## src/shared/asp_pkg.sv

```systemverilog
// Shared constants and types for the asynchronous serial port
package asp_pkg;

  // ********************
  // Register byte addresses
  // ********************
  localparam logic [7:0] ADDR_MODE = 8'h00;
  localparam logic [7:0] ADDR_STA  = 8'h04;
  localparam logic [7:0] ADDR_TX   = 8'h08;
  localparam logic [7:0] ADDR_RX   = 8'h0c;
  localparam logic [7:0] ADDR_BRG  = 8'h10;

  // ********************
  // Reset values and masks
  // ********************
  localparam logic [15:0] MODE_RST   = 16'h0000;
  localparam logic [15:0] MODE_WMASK = 16'hbbff;
  localparam logic [15:0] BRG_RST    = 16'h0000;

  // ********************
  // Status register bit positions
  // ********************
  localparam int STA_TXSEL1 = 15;
  localparam int STA_TXINV  = 14;
  localparam int STA_TXSEL0 = 13;
  localparam int STA_BRK    = 11;
  localparam int STA_TXEN   = 10;
  localparam int STA_RXSEL  = 6;
  localparam int STA_ADDEN  = 5;
  localparam int STA_OVERRUN_FLAG   = 1;

  // ********************
  // Bit timing
  // ********************
  localparam logic [3:0] OVS_STD_LAST = 4'hf;
  localparam logic [3:0] OVS_HS_LAST  = 4'h3;
  localparam logic [3:0] HALF_STD     = 4'h7;
  localparam logic [3:0] HALF_HS      = 4'h1;
  localparam logic [3:0] IR_PULSE_LO  = 4'h7;
  localparam logic [3:0] IR_PULSE_HI  = 4'h9;
  localparam logic [14:0] BRK_FRAME   = 15'h6000;
  localparam logic [3:0] BRK_LEN      = 4'he;
  localparam logic [2:0] AB_LAST_EDGE = 3'h4;
  localparam int AB_SHIFT_STD = 7;
  localparam int AB_SHIFT_HS  = 5;

  // ********************
  // Types
  // ********************
  typedef enum logic [1:0] {PW_8N, PW_8E, PW_8O, PW_9N} asp_pw_type;

  typedef struct packed {
    logic       serial_unit_on;
    logic       rsv14;
    logic       halt_when_idle;
    logic       infrared_codec_enable;
    logic       rts_behaviour_select;
    logic       rsv10;
    logic [1:0] pin_usage_select;
    logic       wake_enable;
    logic       internal_echo_select;
    logic       auto_rate_measure;
    logic       rx_polarity_invert;
    logic       high_speed_baud_select;
    asp_pw_type parity_width_select;
    logic       stop_count_select;
  } asp_mode_type;

  typedef struct packed {
    logic       parity_error_flag;
    logic       framing_error_flag;
    logic [8:0] data;
  } asp_rx_entry_type;

  typedef struct packed {
    logic [7:0] addr;
    logic       write;
    logic       byte_size;
  } asp_ahb_req_type;

endpackage

```

## src/asp_fifo.sv

```systemverilog
// Small synchronous FIFO for transmit and receive characters
`timescale 1ns/1ps
`default_nettype none
module asp_fifo
  import asp_pkg::*;
#(
  parameter int WIDTH = 9,
  parameter int DEPTH = 4,
  localparam int CW   = $clog2(DEPTH + 1),
  localparam int AW   = $clog2(DEPTH)
) (
  // Clock and reset
  input  wire logic             sys_clk,
  input  wire logic             rst_n,
  // Control
  input  wire logic             flush,
  input  wire logic             push,
  input  wire logic [WIDTH-1:0] wdata,
  input  wire logic             pop,
  // State
  output logic [WIDTH-1:0]      rdata,
  output logic [CW-1:0]         count,
  output logic                  full,
  output logic                  empty
);

  logic [WIDTH-1:0] mem [DEPTH];
  logic [AW-1:0]    wp_q;
  logic [AW-1:0]    rp_q;
  logic [CW-1:0]    cnt_q;
  logic             do_push;
  logic             do_pop;

  // Depth is a power of two so pointers wrap naturally
  assign do_push = push & ~full;
  assign do_pop  = pop & ~empty;
  assign full    = cnt_q == CW'(DEPTH);
  assign empty   = cnt_q == '0;
  assign count   = cnt_q;
  assign rdata   = mem[rp_q];

  always_ff @(posedge sys_clk) begin
    if (do_push) begin
      mem[wp_q] <= wdata;
    end
  end

  always_ff @(posedge sys_clk or negedge rst_n) begin
    if (!rst_n) begin
      wp_q  <= '0;
      rp_q  <= '0;
      cnt_q <= '0;
    end else if (flush) begin
      wp_q  <= '0;
      rp_q  <= '0;
      cnt_q <= '0;
    end else begin
      if (do_push) begin
        wp_q <= wp_q + AW'(1);
      end
      if (do_pop) begin
        rp_q <= rp_q + AW'(1);
      end
      cnt_q <= cnt_q + CW'(do_push) - CW'(do_pop);
    end
  end

endmodule
`default_nettype wire

```

## src/asp_baud_gen.sv

```systemverilog
// Baud timer with clear, counting only while run is high and producing the oversampling tick
`timescale 1ns/1ps
`default_nettype none
module asp_baud_gen
  import asp_pkg::*;
(
  // Clock and reset
  input  wire logic        sys_clk,
  input  wire logic        rst_n,
  // Control
  input  wire logic        run,
  input  wire logic        clear,
  input  wire logic [15:0] divisor,
  // Timing outputs
  output logic             tick,
  output logic             bclk
);

  logic [15:0] cnt_q;

  // One tick every divisor plus one clocks
  assign tick = run & (cnt_q == divisor);
  assign bclk = cnt_q <= (divisor >> 1);

  always_ff @(posedge sys_clk or negedge rst_n) begin
    if (!rst_n) begin
      cnt_q <= 16'h0000;
    end else if (clear || tick) begin
      cnt_q <= 16'h0000;
    end else if (run) begin
      cnt_q <= cnt_q + 16'h0001;
    end
  end

endmodule
`default_nettype wire

```

## src/asp_top.sv

```systemverilog
// Asynchronous serial port with infrared codec behind an AHB-Lite slave
`timescale 1ns/1ps
`default_nettype none
module asp_top
  import asp_pkg::*;
#(
  parameter int DEPTH = 4
) (
  // Clock and reset
  input  wire logic        sys_clk,
  input  wire logic        rst_n,
  // AHB-Lite slave
  input  wire logic        hsel,
  input  wire logic [31:0] haddr,
  input  wire logic [1:0]  htrans,
  input  wire logic        hwrite,
  input  wire logic [2:0]  hsize,
  input  wire logic [31:0] hwdata,
  input  wire logic        hready,
  output logic             hreadyout,
  output logic             hresp,
  output logic [31:0]      hrdata,
  // Power state
  input  wire logic        idle_mode,
  input  wire logic        sleep_mode,
  // Serial pins
  input  wire logic        serial_in_pin,
  output logic             serial_out_pin,
  output logic             serial_out_oe,
  input  wire logic        clear_to_send_n,
  output logic             request_to_send_n,
  output logic             request_to_send_oe,
  // Event requests
  output logic             tx_irq,
  output logic             rx_irq,
  output logic             err_irq,
  output logic             wake_irq
);

  localparam int CW = $clog2(DEPTH + 1);

  typedef enum logic [1:0] {RX_IDLE, RX_START, RX_BITS, RX_STOP} asp_rx_state_type;

  function automatic logic [14:0] tx_frame(input logic [8:0] d, input asp_pw_type pw);
    logic p;
    p = ^d[7:0];
    unique case (pw)
      PW_9N: tx_frame = {5'h1f, d, 1'b0};
      PW_8E: tx_frame = {5'h1f, p, d[7:0], 1'b0};
      PW_8O: tx_frame = {5'h1f, ~p, d[7:0], 1'b0};
      PW_8N: tx_frame = {6'h3f, d[7:0], 1'b0};
    endcase
  endfunction

  // ********************
  // Registers and bus state
  // ********************
  asp_mode_type     m_q;
  logic [15:0]      baud_divisor_q;
  logic [1:0]       txisel_q;
  logic [1:0]       rxisel_q;
  logic             txinv_q;
  logic             brk_q;
  logic             txen_q;
  logic             adden_q;
  logic             overrun_flag_q;
  asp_ahb_req_type  req_q;
  logic             dphase_q;
  logic [31:0]      hrdata_q;

  logic             take;
  logic             wr_mode;
  logic             wr_sta;
  logic             wr_tx;
  logic             wr_brg;
  logic             rd_rx;
  logic             txen_rise;
  logic             run;
  logic             tick;
  logic             bclk;
  logic             infrared_codec_enable_act;
  logic [3:0]       ovs_last;
  logic [3:0]       ovs_half;

  // ********************
  // AHB-Lite slave
  // ********************
  assign take      = hsel & hready & htrans[1];
  assign hreadyout = 1'b1;
  assign hresp     = 1'b0;
  assign hrdata    = hrdata_q;
  assign wr_mode   = dphase_q & req_q.write & (req_q.addr == ADDR_MODE);
  assign wr_sta    = dphase_q & req_q.write & (req_q.addr == ADDR_STA);
  assign wr_tx     = dphase_q & req_q.write & (req_q.addr == ADDR_TX);
  assign wr_brg    = dphase_q & req_q.write & (req_q.addr == ADDR_BRG);
  assign rd_rx     = take & ~hwrite & (haddr[7:0] == ADDR_RX);
  assign txen_rise = wr_sta & hwdata[STA_TXEN] & ~txen_q;

  always_ff @(posedge sys_clk or negedge rst_n) begin
    if (!rst_n) begin
      req_q    <= '0;
      dphase_q <= 1'b0;
    end else begin
      dphase_q <= take;
      if (take) begin
        req_q <= '{addr: haddr[7:0], write: hwrite, byte_size: hsize == 3'h0};
      end
    end
  end

  // ********************
  // Configuration registers
  // ********************
  logic             ab_done;
  logic [15:0]      ab_div;
  logic             wake_hit;
  logic             ovr;
  logic             tx_brk_done;

  always_ff @(posedge sys_clk or negedge rst_n) begin
    if (!rst_n) begin
      m_q <= asp_mode_type'(MODE_RST);
    end else begin
      if (wr_mode) begin
        m_q <= asp_mode_type'(hwdata[15:0] & MODE_WMASK);
      end
      if (ab_done) begin
        m_q.auto_rate_measure <= 1'b0;
      end
      if (wake_hit) begin
        m_q.wake_enable <= 1'b0;
      end
    end
  end

  always_ff @(posedge sys_clk or negedge rst_n) begin
    if (!rst_n) begin
      baud_divisor_q <= BRG_RST;
    end else if (ab_done) begin
      baud_divisor_q <= ab_div;
    end else if (wr_brg) begin
      baud_divisor_q <= hwdata[15:0];
    end
  end

  always_ff @(posedge sys_clk or negedge rst_n) begin
    if (!rst_n) begin
      txisel_q <= 2'h0;
      rxisel_q <= 2'h0;
      txinv_q  <= 1'b0;
      txen_q   <= 1'b0;
      adden_q  <= 1'b0;
      brk_q    <= 1'b0;
    end else begin
      if (wr_sta) begin
        txisel_q <= {hwdata[STA_TXSEL1], hwdata[STA_TXSEL0]};
        rxisel_q <= hwdata[STA_RXSEL+:2];
        txinv_q  <= hwdata[STA_TXINV];
        txen_q   <= hwdata[STA_TXEN];
        adden_q  <= hwdata[STA_ADDEN];
        brk_q    <= hwdata[STA_BRK];
      end
      if (tx_brk_done) begin
        brk_q <= 1'b0;
      end
    end
  end

  // ********************
  // Baud timing
  // ********************
  assign run      = m_q.serial_unit_on & ~(idle_mode & m_q.halt_when_idle);
  assign ovs_last = m_q.high_speed_baud_select ? OVS_HS_LAST : OVS_STD_LAST;
  assign ovs_half = m_q.high_speed_baud_select ? HALF_HS : HALF_STD;
  assign infrared_codec_enable_act = m_q.infrared_codec_enable & ~m_q.high_speed_baud_select;

  asp_baud_gen u_baud (
    .sys_clk (sys_clk),
    .rst_n   (rst_n),
    .run     (run),
    .clear   (wr_brg | txen_rise | ab_done | ~m_q.serial_unit_on),
    .divisor (baud_divisor_q),
    .tick    (tick),
    .bclk    (bclk)
  );

  // ********************
  // Transmitter
  // ********************
  logic [8:0]       txf_data;
  logic [CW-1:0]    txf_cnt;
  logic             txf_full;
  logic             txf_empty;
  logic [14:0]      tsr_q;
  logic [3:0]       tleft_q;
  logic [3:0]       tph_q;
  logic             tbrk_q;
  logic             tx_go;
  logic             tx_bit_end;
  logic             tx_done;
  logic             tx_line;

  asp_fifo #(.WIDTH(9), .DEPTH(DEPTH)) u_txf (
    .sys_clk (sys_clk),
    .rst_n   (rst_n),
    .flush   (~m_q.serial_unit_on),
    .push    (wr_tx),
    .wdata   ({hwdata[8] & ~req_q.byte_size, hwdata[7:0]}),
    .pop     (tx_go),
    .rdata   (txf_data),
    .count   (txf_cnt),
    .full    (txf_full),
    .empty   (txf_empty)
  );

  assign tx_go = run & txen_q & ~txf_empty & (tleft_q == 4'h0)
               & ((m_q.pin_usage_select != 2'h2) | ~clear_to_send_n);
  assign tx_bit_end  = tick & (tleft_q != 4'h0) & (tph_q == ovs_last);
  assign tx_done     = tx_bit_end & (tleft_q == 4'h1);
  assign tx_brk_done = tx_done & tbrk_q;
  assign tx_line     = tsr_q[0];

  always_ff @(posedge sys_clk or negedge rst_n) begin
    if (!rst_n) begin
      tsr_q   <= 15'h7fff;
      tleft_q <= 4'h0;
      tph_q   <= 4'h0;
      tbrk_q  <= 1'b0;
    end else if (!txen_q || !m_q.serial_unit_on) begin
      tsr_q   <= 15'h7fff;
      tleft_q <= 4'h0;
      tph_q   <= 4'h0;
      tbrk_q  <= 1'b0;
    end else if (tx_go) begin
      tph_q  <= 4'h0;
      tbrk_q <= brk_q;
      if (brk_q) begin
        tsr_q   <= BRK_FRAME;
        tleft_q <= BRK_LEN + {3'h0, m_q.stop_count_select};
      end else begin
        tsr_q   <= tx_frame(txf_data, m_q.parity_width_select);
        tleft_q <= ((m_q.parity_width_select == PW_8N) ? 4'ha : 4'hb)
                 + {3'h0, m_q.stop_count_select};
      end
    end else if (tx_bit_end) begin
      tph_q   <= 4'h0;
      tsr_q   <= {1'b1, tsr_q[14:1]};
      tleft_q <= tleft_q - 4'h1;
    end else if (tick && tleft_q != 4'h0) begin
      tph_q <= tph_q + 4'h1;
    end
  end

  // ********************
  // Receiver
  // ********************
  asp_rx_state_type rst_q;
  asp_rx_entry_type rxf_top;
  asp_rx_entry_type rx_new;
  logic [CW-1:0]    rxf_cnt;
  logic             rxf_full;
  logic             rxf_empty;
  logic [3:0]       rph_q;
  logic [3:0]       rcnt_q;
  logic [8:0]       rsh_q;
  logic             rx_prev_q;
  logic             ir_dec_q;
  logic [3:0]       ir_cnt_q;
  logic             rx_in;
  logic             rx_fall;
  logic             rx_stop;
  logic             push_try;
  logic             overrun_flag_clr;
  logic             rx_flush;

  assign rx_in = m_q.internal_echo_select ? tx_line
               : infrared_codec_enable_act ? ir_dec_q : (serial_in_pin ^ m_q.rx_polarity_invert);
  assign rx_fall  = rx_prev_q & ~rx_in;
  assign rx_stop  = (rst_q == RX_STOP) & tick & (rph_q == ovs_last);
  assign rx_new.data = (m_q.parity_width_select == PW_9N) ? rsh_q
                     : (m_q.parity_width_select == PW_8N) ? {1'b0, rsh_q[8:1]} : {1'b0, rsh_q[7:0]};
  assign rx_new.parity_error_flag = (m_q.parity_width_select == PW_8E) ? ^rsh_q
                     : (m_q.parity_width_select == PW_8O) ? ~^rsh_q : 1'b0;
  assign rx_new.framing_error_flag = ~rx_in;
  assign push_try = rx_stop & ~m_q.auto_rate_measure
                  & ~(adden_q & (m_q.parity_width_select == PW_9N) & ~rsh_q[8]);
  assign ovr      = push_try & rxf_full;
  assign overrun_flag_clr = overrun_flag_q & wr_sta & ~hwdata[STA_OVERRUN_FLAG] & ~ovr;
  assign rx_flush = overrun_flag_clr | ~m_q.serial_unit_on;
  assign wake_hit = m_q.wake_enable & sleep_mode & rx_fall;

  asp_fifo #(.WIDTH($bits(asp_rx_entry_type)), .DEPTH(DEPTH)) u_rxf (
    .sys_clk (sys_clk),
    .rst_n   (rst_n),
    .flush   (rx_flush),
    .push    (push_try),
    .wdata   (rx_new),
    .pop     (rd_rx),
    .rdata   (rxf_top),
    .count   (rxf_cnt),
    .full    (rxf_full),
    .empty   (rxf_empty)
  );

  always_ff @(posedge sys_clk or negedge rst_n) begin
    if (!rst_n) begin
      overrun_flag_q <= 1'b0;
    end else if (ovr) begin
      overrun_flag_q <= 1'b1;
    end else if (overrun_flag_clr) begin
      overrun_flag_q <= 1'b0;
    end
  end

  always_ff @(posedge sys_clk or negedge rst_n) begin
    if (!rst_n) begin
      ir_dec_q <= 1'b1;
      ir_cnt_q <= 4'h0;
    end else if (serial_in_pin ^ m_q.rx_polarity_invert) begin
      ir_dec_q <= 1'b0;
      ir_cnt_q <= 4'h0;
    end else if (tick) begin
      if (ir_cnt_q == OVS_STD_LAST) begin
        ir_dec_q <= 1'b1;
      end else begin
        ir_cnt_q <= ir_cnt_q + 4'h1;
      end
    end
  end

  always_ff @(posedge sys_clk or negedge rst_n) begin
    if (!rst_n) begin
      rx_prev_q <= 1'b1;
    end else begin
      rx_prev_q <= rx_in;
    end
  end

  always_ff @(posedge sys_clk or negedge rst_n) begin
    if (!rst_n) begin
      rst_q  <= RX_IDLE;
      rph_q  <= 4'h0;
      rcnt_q <= 4'h0;
      rsh_q  <= 9'h000;
    end else if (rx_flush || !run) begin
      rst_q <= RX_IDLE;
      rsh_q <= 9'h000;
    end else begin
      unique case (rst_q)
        RX_IDLE: begin
          rph_q <= 4'h0;
          if (rx_fall) begin
            rst_q <= RX_START;
          end
        end
        RX_START: if (tick) begin
          rph_q <= rph_q + 4'h1;
          if (rph_q == ovs_half) begin
            rph_q  <= 4'h0;
            rcnt_q <= 4'h0;
            rst_q  <= rx_in ? RX_IDLE : RX_BITS;
          end
        end
        RX_BITS: if (tick) begin
          rph_q <= rph_q + 4'h1;
          if (rph_q == ovs_last) begin
            rph_q  <= 4'h0;
            rsh_q  <= {rx_in, rsh_q[8:1]};
            rcnt_q <= rcnt_q + 4'h1;
            if (rcnt_q == ((m_q.parity_width_select == PW_8N) ? 4'h7 : 4'h8)) begin
              rst_q <= RX_STOP;
            end
          end
        end
        RX_STOP: if (tick) begin
          rph_q <= rph_q + 4'h1;
          if (rph_q == ovs_last) begin
            rst_q <= RX_IDLE;
          end
        end
      endcase
    end
  end

  // ********************
  // Auto-rate measurement over eight bit times of 0x55
  // ********************
  logic [23:0]      ab_cnt_q;
  logic [2:0]       ab_edges_q;

  assign ab_done = m_q.auto_rate_measure & rx_fall & (ab_edges_q == AB_LAST_EDGE);
  assign ab_div  = 16'((ab_cnt_q >> (m_q.high_speed_baud_select ? AB_SHIFT_HS : AB_SHIFT_STD)) - 24'h1);

  always_ff @(posedge sys_clk or negedge rst_n) begin
    if (!rst_n) begin
      ab_cnt_q   <= 24'h00_0000;
      ab_edges_q <= 3'h0;
    end else if (!m_q.auto_rate_measure || ab_done) begin
      ab_edges_q <= 3'h0;
    end else if (rx_fall) begin
      ab_edges_q <= ab_edges_q + 3'h1;
      if (ab_edges_q == 3'h0) begin
        ab_cnt_q <= 24'h00_0001;
      end else begin
        ab_cnt_q <= ab_cnt_q + 24'h1;
      end
    end else if (ab_edges_q != 3'h0) begin
      ab_cnt_q <= ab_cnt_q + 24'h1;
    end
  end

  // ********************
  // Read data, pins and events
  // ********************
  always_ff @(posedge sys_clk or negedge rst_n) begin
    if (!rst_n) begin
      hrdata_q <= 32'h0000_0000;
    end else if (take && !hwrite) begin
      unique case (haddr[7:0])
        ADDR_MODE: hrdata_q <= {16'h0000, m_q};
        ADDR_STA:  hrdata_q <= {16'h0000, txisel_q[1], txinv_q, txisel_q[0], 1'b0, brk_q, txen_q,
                               txf_full, (tleft_q == 4'h0) & txf_empty, rxisel_q, adden_q, rst_q == RX_IDLE,
                               rxf_top.parity_error_flag & ~rxf_empty, rxf_top.framing_error_flag & ~rxf_empty, overrun_flag_q, ~rxf_empty};
        ADDR_RX:   hrdata_q <= {23'h00_0000, rxf_top.data};
        ADDR_BRG:  hrdata_q <= {16'h0000, baud_divisor_q};
        default:   hrdata_q <= 32'h0000_0000;
      endcase
    end
  end

  always_ff @(posedge sys_clk or negedge rst_n) begin
    if (!rst_n) begin
      serial_out_pin     <= 1'b1;
      serial_out_oe      <= 1'b0;
      request_to_send_n  <= 1'b1;
      request_to_send_oe <= 1'b0;
    end else begin
      serial_out_oe      <= m_q.serial_unit_on & txen_q;
      serial_out_pin     <= infrared_codec_enable_act
                          ? (~tx_line & (tleft_q != 4'h0) & (tph_q >= IR_PULSE_LO) & (tph_q <= IR_PULSE_HI)) ^ txinv_q
                          : tx_line;
      request_to_send_oe <= m_q.serial_unit_on & (m_q.pin_usage_select != 2'h0);
      if (m_q.pin_usage_select == 2'h3) begin
        request_to_send_n <= bclk;
      end else if (m_q.rts_behaviour_select) begin
        request_to_send_n <= tleft_q == 4'h0;
      end else begin
        request_to_send_n <= rxf_full;
      end
    end
  end

  always_ff @(posedge sys_clk or negedge rst_n) begin
    if (!rst_n) begin
      tx_irq   <= 1'b0;
      rx_irq   <= 1'b0;
      err_irq  <= 1'b0;
      wake_irq <= 1'b0;
    end else begin
      tx_irq   <= txen_rise
                | (tx_go & (txisel_q == 2'h0))
                | (tx_go & (txisel_q == 2'h2) & (txf_cnt == CW'(1)))
                | (tx_done & txf_empty & (txisel_q == 2'h1));
      rx_irq   <= push_try & ~rxf_full & (~rxisel_q[1]
                | ((rxisel_q == 2'h2) & (rxf_cnt == CW'(2)))
                | ((rxisel_q == 2'h3) & (rxf_cnt == CW'(DEPTH - 1))));
      err_irq  <= ovr | (push_try & (rx_new.parity_error_flag | rx_new.framing_error_flag));
      wake_irq <= wake_hit;
    end
  end

endmodule
`default_nettype wire

```

## config.mk

```make
export PLATFORM = sky130hd
export DESIGN_NAME = asp_top
export DESIGN_NICKNAME = d
export VERILOG_FILES = /design/src/shared/asp_pkg.sv /design/src/asp_fifo.sv /design/src/asp_baud_gen.sv /design/src/asp_top.sv
export SDC_FILE = /design/constraint.sdc
export NUM_CORES = 1
export LEC_CHECK = 0
export BUFFER_PORTS_ARGS = -buffer_cell sky130_fd_sc_hd__buf_4
export CAP_MARGIN = 20
export CORE_ASPECT_RATIO = 1.25
export CORE_MARGIN = 2
export CORE_UTILIZATION = 45
export DETAILED_ROUTE_END_ITERATION = 7
export SLEW_MARGIN = 20
export SYNTH_ARGS = -nofsm -noshare
export SYNTH_HDL_FRONTEND = slang
export SYNTH_SLANG_ARGS = --single-unit
```

## constraint.sdc

```tcl
create_clock -name sys_clk -period 3.8 [get_ports sys_clk]
set_input_delay 0.57 -clock sys_clk [delete_from_list [all_inputs] [get_ports sys_clk]]
set_output_delay 0.57 -clock sys_clk [all_outputs]
set_load 0.01 [all_outputs]
```

# After elaboration in Yosys (flattened, before gate mapping)
# Memory sizes are Yosys's and may differ from the RTL's.
# Cells that the tools add are included.
dict set report op_classes {
  addsub 19
  n_lt_le_gt_ge 3
  n_eq_ne 47
  shifts 1
  muxes 92
  bitwise 96
  n_reduce_logical 53
}
# cell count
set op_table {}
lappend op_table {{two-way mux 4 bit} 22}
lappend op_table {{two-way mux 24 bit} 3}
lappend op_table {{two-way mux 16 bit} 4}
lappend op_table {{case mux 16 bit (4 select lines)} 1}
lappend op_table {{bitwise AND 1 bit} 60}
lappend op_table {{two-way mux 15 bit} 4}
lappend op_table {{case mux 15 bit (4 select lines)} 1}
lappend op_table {{two-way mux 9 bit} 5}
lappend op_table {{two-way mux 2 bit} 19}
lappend op_table {{nonzero test 2 bit} 18}
lappend op_table {{adder 24 x 1 -> 24 bit, second input constant} 1}
lappend op_table {{right shift 24 x 3 -> 16 bit} 1}
lappend op_table {{two-way mux 1 bit} 23}
lappend op_table {{NOT 1 bit} 22}
lappend op_table {{inequality test 3 bit, second input constant} 6}
lappend op_table {{adder 16 x 1 -> 16 bit, second input constant} 1}
lappend op_table {{adder 4 x 1 -> 4 bit, second input constant} 4}
lappend op_table {{equality test 16 bit} 1}
lappend op_table {{equality test 2 bit, second input constant} 8}
lappend op_table {{equality test 8 x 3 -> 1 bit, second input constant} 2}
lappend op_table {{equality test 8 x 4 -> 1 bit, second input constant} 2}
lappend op_table {{equality test 8 x 5 -> 1 bit, second input constant} 2}
lappend op_table {{<= comparator 16 x 15 -> 1 bit} 1}
lappend op_table {{logical NOT 8 bit} 2}
lappend op_table {{45 further kinds} 98}
dict set report totals {
  regBits 196
  mem_bits_rw 80
  in_bits 78
  output_inout_bits 42
  word_cells 366
  mem_count 2
}
# memory words word_bits read_ports rd_ports_with_merged_regs write_ports line
set memory_table {}
lappend memory_table {u_rxf.mem 4 11 1 0 1 asp_fifo.sv:27} ;# logic [WIDTH-1:0] mem [DEPTH];
lappend memory_table {u_txf.mem 4 9 1 0 1 asp_fifo.sv:27}

# Longest topological paths before layout
dict set report logic_depth {
  word_depth 15
  depth_mapped 15
  mapped_depth_nobuf 13
}

# Cells and area by module
# A second synthesis with hierarchy kept.
dict set report hier_totals {
  cells_unflattened 1229
  area_unflattened_um2 13917.1
}
# module n_inst cells_per_inst area_per_inst_um2 seq_area_each_um2
set modules_own_cells {}
lappend modules_own_cells {asp_top 1 877 8694.6 3699.8}
lappend modules_own_cells {{asp_fifo at u_rxf} 1 103 2087.0 1496.4}
lappend modules_own_cells {{asp_fifo at u_txf} 1 93 1790.5 1256.2}
lappend modules_own_cells {asp_baud_gen 1 156 1345.0 400.4}

# Worst setup path after synthesis
# Ideal clock, no wire load.
dict set report synth_timing {
  path_type {register -> register}
  from {register m_q[3] in the netlist's numbering}
  to {register baud_divisor_q[14]}
  setup_ps 144
  arrival_time_ps 3257
  t_required_ps 3656
  path_slack_ps 399
  stages_incl_launch_ff 14
  n_path_buf 4
  synth_period_minus_slack_ps 3401
  cell_sequence {dfrtp_1 > buf_2 > buf_1 > clkbuf_1 > clkbuf_1 > mux2i_1 > ha_1 > o211ai_1 > nor3_1 > nand3_1 > nor3b_1 > xor2_1 > o31ai_1 > a31oi_1}
}
dict set report synth_between {
  elab_chain_cells 9
  elab_cells_between_ends 13
  classes_between {1 x add/sub; 1 x shift; 4 x mux; 6 x bitwise; 1 x reduce/logical}
}
# element line
set synth_lines {}
lappend synth_lines {{start, declared} asp_top.sv:58} ;# asp_mode_type m_q;
lappend synth_lines {{start signal, assigned} asp_top.sv:122} ;# m_q <= asp_mode_type'(MODE_RST);
lappend synth_lines {{start signal, assigned} asp_top.sv:125} ;# m_q <= asp_mode_type'(hwdata[15:0] & MODE_WMASK);
lappend synth_lines {{branches (longest 9 deep; another with subtractor 16 x 1 -> 16 bit)} n/a}
lappend synth_lines {{end signal, assigned} asp_top.sv:140} ;# baud_divisor_q <= ab_div;
lappend synth_lines {{end signal, assigned} asp_top.sv:142} ;# baud_divisor_q <= hwdata[15:0];
lappend synth_lines {{end, declared} asp_top.sv:59} ;# logic [15:0] baud_divisor_q;
# Several ways; the timed one is not identified.
# A chain may end at the register's enable or synchronous reset.

# Worst setup path in the final report
dict set report layout_timing {
  from {register rph_q[0]}
  to {register u_rxf.cnt_q[2] (netlist: u_rxf.count[2])}
}
dict set report layout_between {
  elab_chain_cells 9
  elab_cells_between_ends 12
  classes_between {2 x add/sub; 1 x eq/ne; 1 x mux; 8 x bitwise}
}
# element line
set layout_lines {}
lappend layout_lines {{start, declared} asp_top.sv:263} ;# logic [3:0] rph_q;
lappend layout_lines {{start signal, assigned} asp_top.sv:357} ;# rph_q <= rph_q + 4'h1;
lappend layout_lines {{start signal, assigned} asp_top.sv:365} ;# rph_q <= rph_q + 4'h1;
lappend layout_lines {{start signal, assigned} asp_top.sv:376} ;# rph_q <= rph_q + 4'h1;
lappend layout_lines {{equality test 4 bit *} asp_top.sv:279} ;# assign rx_stop = (rst_q == RX_STOP) & tick & (rph_q == ovs_last);
lappend layout_lines {{bitwise AND 1 bit *} asp_top.sv:279}
lappend layout_lines {{bitwise AND 1 bit *} asp_top.sv:285} ;# assign push_try = rx_stop & ~m_q.auto_rate_measure
lappend layout_lines {{bitwise AND 1 bit *} asp_top.sv:286} ;# & ~(adden_q & (m_q.parity_width_select == PW_9N) & ~rsh_q[8]);
lappend layout_lines {{branches (longest 4 deep; another with adder 3 x 1 -> 3 bit)} n/a}
lappend layout_lines {{two-way mux 3 bit *} asp_fifo.sv:53} ;# end else if (flush) begin
lappend layout_lines {{end signal, assigned} asp_fifo.sv:64} ;# cnt_q <= cnt_q + CW'(do_push) - CW'(do_pop);
lappend layout_lines {{end, declared} asp_fifo.sv:30} ;# logic [CW-1:0] cnt_q;
# Every way passes the cells marked *.

==> flow_summary.yaml <==
status:
  status: "complete, no violations"
power_and_ir_drop:
  power_frac_seq_pct: 47.9
  comb_power_share_pct: 6.3
  internal_power_mw: 4.78
  peakVddDrop_mv: 0.306
  clock_power_share_pct: 45.8
  power_mw: 6.20
  p_per_area_mw_per_mm2: 406
  swShare_pct: 22.9
  leakage_nw: 6.31
  p_sw_mw: 1.42
synthesis:
  ys_seq_area_share_pct: 50.9
  synth_common_cells: "160 x dfrtp_1, 97 x nand2_1, 88 x nor2_1, 80 x edfxtp_1, 67 x mux2i_1"
  avgSynthCellArea_um2: 11.1
  synth_top_family_by_area: "simple AND/OR/NAND/NOR gates"
  ys_warn_count: 0
  synth.top_cells.by_area: "dfrtp_1 30%, edfxtp_1 18%, mux2i_1 5.0%"
  synth_area_mm2: 0.0135
  synthMuxAreaShare_pct: 11.8
  yosysMostFrequentCell: "dfrtp_1"
  synthXorXnorAreaFrac_pct: 5.01
  synth-async-reset-ratio_pct: 68.9
  synth.largest_area_cell: "dfrtp_1"
  synth-simple-area-share_pct: 13.7
  yosysTopAreaCellShare_pct: 29.8
  synthCells: 1215
  synth-main-ff-cell: "dfrtp_1"
  synthAdderAreaFrac_pct: 4.20
  yosysUniqueCellTypes: 79
  synth-compound-area-share_pct: 9.87
  synth-seq-cells: 257
  synth_edf_count: 80
drt:
  firstDrtPassIters: 5
  drt-initial-drc-count: 541
  postRouteAntennaNets: 0
  drc: 0
  wl_um: 32500
  wl_per_cell_um: 19.2
  vias: 9183
  avgViaCountPerCell: 5.43
global_route:
  grt_overflow: 0
  antenna_found_initial: 0
  first_global_vias: 9289
  grt_max_degree: 75
  grt_pass1_wl_um: 51800
  track_usage_pct: 21.4
cells_and_area:
  antenna_cells: 0
  synthToLayoutAreaGrowth_pct: 13.5
  instances_no_fill: 1691
  layout.nets: 1396
  drive_gt1_share_pct: 15.6
  utilization_pct: 52.0
  fillers: 2603
  postLayoutCellArea_mm2: 0.0153
critical_path:
  cp_cell_sequence: "ha_1, o21ai_1, nor4b_1, nand2_1, a21oi_1, ha_1, inv_1, fa_1, xnor2_1, xnor2_1, nor2_1"
  cpMaxStageDelayCell: "nor4b_1"
  endpoint_kind: "flip-flop"
  start_kind: "flip-flop"
  critical_path_class: "reg -> reg"
  max_stage_delay_ns: 0.62
  critPathRequiredTime_ns: 4.23
  cp_max_fo: 6
  worst_ep_arrival_time_ns: 3.56
  r2r_slack_ns: 0.67
  rr_worst_depth: 11
  r2r_start: "rph_q[0]"
  reg2reg_to: "u_rxf.count[2]"
timing:
  maxSlewHeadroom_pct: 50.2
  hold_violations: 0
  fin_setup_tns_ns: 0
  finalCriticalPeriod_ns: 3.13
  setup_viol: 0
  rsz0062_at_grt: "false"
  fin_crit_sh_pct: 82.5
  slew_violations: 0
  hold_slack_ns: 0.0101
  setup_ws_ns: 0.666
  tightest_slew_ns: 0.748
  max_freq_mhz: 319
  fin_worst_skew_ns: 0.0248
clock_network:
  cts_tree: "done"
  clk_pin_slew_worst_paths_ns: 0.06
  cts_resized: 0
  holdBufCountCts: 0
  clockRootBuffer: "clkbuf_16"
  clk_latency_ns: 0.57
  cts_sinks: 257
  htree_levels: 1
  cts_buffers: 27
  clk_path_buf_depth: 3
  cts_setup_buffers: 0
floorplan:
  start_util_pct: 45.9
  die_h_um: 197
  dieArea_mm2: 0.0313
  rows: 70
  pin_count: 120
  core-area_mm2: 0.0293
  die_width_um: 159
placement:
  dpl.hpwl_um: 24000
  place.gp.congestion: 0.889
  dp.cells: 1641
  dpl_cell_area_mm2: 0.0143
  io_buffers: 60
  dp_worst_setup_slack_ns: 0.533
job:
  cap_violations: 0
min_path:
  hp-class: "in -> async"
-- logic make-up (layout without fill, tap and decap cells) --
family,count (synthesis),after routing
and+or+nand+nor,365,365
DFF,257,257
AOI/OAI and AO/OA,216,216
muxes,128,128
buffers and inverters,126,190
xor gates and xnor gates,77,77
adders and majority gates,44,44
other,2,18
-- power groups by stage --
stage               sequential [mW]  combinational [mW]  clock (mW)
finish                         2.97               0.388        2.84
global placement               3.02               0.387           0
global route                   2.98               0.435        3.03
CTS                            2.97               0.393        2.93
floorplan                      3.00               0.244           0
detailed placement             3.02               0.392           0
-- worst max-delay path, delay by kind of cell, from the launching register on --
kind | cells | cell delay (ns)
XOR/XNOR | 2 | 0.32
adder cells (fa/ha/maj) | 3 | 0.80
AND/OR/NAND/NOR | 3 | 0.92
AO/OA/AOI/OAI | 2 | 0.47
buffers and inverters | 1 | 0.05
flip-flops | 1 | 0.44
-- registers in the layout, summed over array words and instances (netlist names), 9 cells and up --
register and flops:
baud_divisor_q 16, u_rxf.mem 44, hrdata 16, m_q 14
req_q 10, tsr_q 13, u_baud.cnt_q 16, rsh_q 9
ab_cnt_q 23, u_txf.mem 36
-- final cells by class --
class | instances | area [µm²] | share of cell area, %
clock buffer | 32 | 726 | 4.75
clock inverter | 18 | 236 | 1.55
inverter | 51 | 191 | 1.25
multi-input combinational | 848 | 6080 | 39.8
sequential | 257 | 6850 | 44.9
tap | 396 | 495 | 3.24
timing repair buffer | 89 | 687 | 4.50
-- per-layer routing --
layer | vias up | global-route usage [%] | wire, µm
li1 | 4444 | - | -
met1 | 4496 | 26.5 | 13500
met2 | 166 | 37.4 | 16400
met3 | 77 | 2.08 | 1080
met4 | 0 | 10.5 | 1570
met5 | - | 0 | 0
-- worst max path at each step --
| stage | from | end | cells after the start | slack (ns) |
|---|---|---|---|---|
| after floorplan | m_q[3] | baud_divisor_q[14] | 13 | 0.40 |
| after global placement | haddr[1] | u_rxf.count[2] | 13 | 0.53 |
| after detailed placement | haddr[1] | u_rxf.count[2] | 13 | 0.53 |
| after CTS | rph_q[0] | u_rxf.count[2] | 11 | 0.62 |
| after global routing | m_q[3] | baud_divisor_q[14] | 10 | 0.36 |
| final | rph_q[0] | u_rxf.count[2] | 11 | 0.67 |
-- layout by cell type, fill, tap and decap left out, types with 8 or more instances in the layout --
cell,Yosys,routed
conb_1,2,18
dfstp_2,17,17
a31oi_1,14,14
nor2_1,88,88
mux4_2,18,18
nor3_1,23,23
o211ai_1,11,11
a21oi_1,47,47
nand2_1,97,97
dfrtp_1,160,160
nor2b_1,12,11
and2_1,18,18
edfxtp_1,80,80
o31ai_1,8,8
nand3_1,27,27
mux2_1,23,23
inv_1,50,50
nor3b_1,14,14
ha_1,42,42
buf_4,21,87
nand2b_1,8,8
xnor2_1,47,47
clkbuf_16,0,28
mux2_2,17,17
o21ai_0,28,28
and3_1,15,15
xor2_1,30,30
nand4_1,18,18
o21ai_1,52,52
mux2i_1,67,67
No activity file was read; power rests on OpenSTA's default activity.
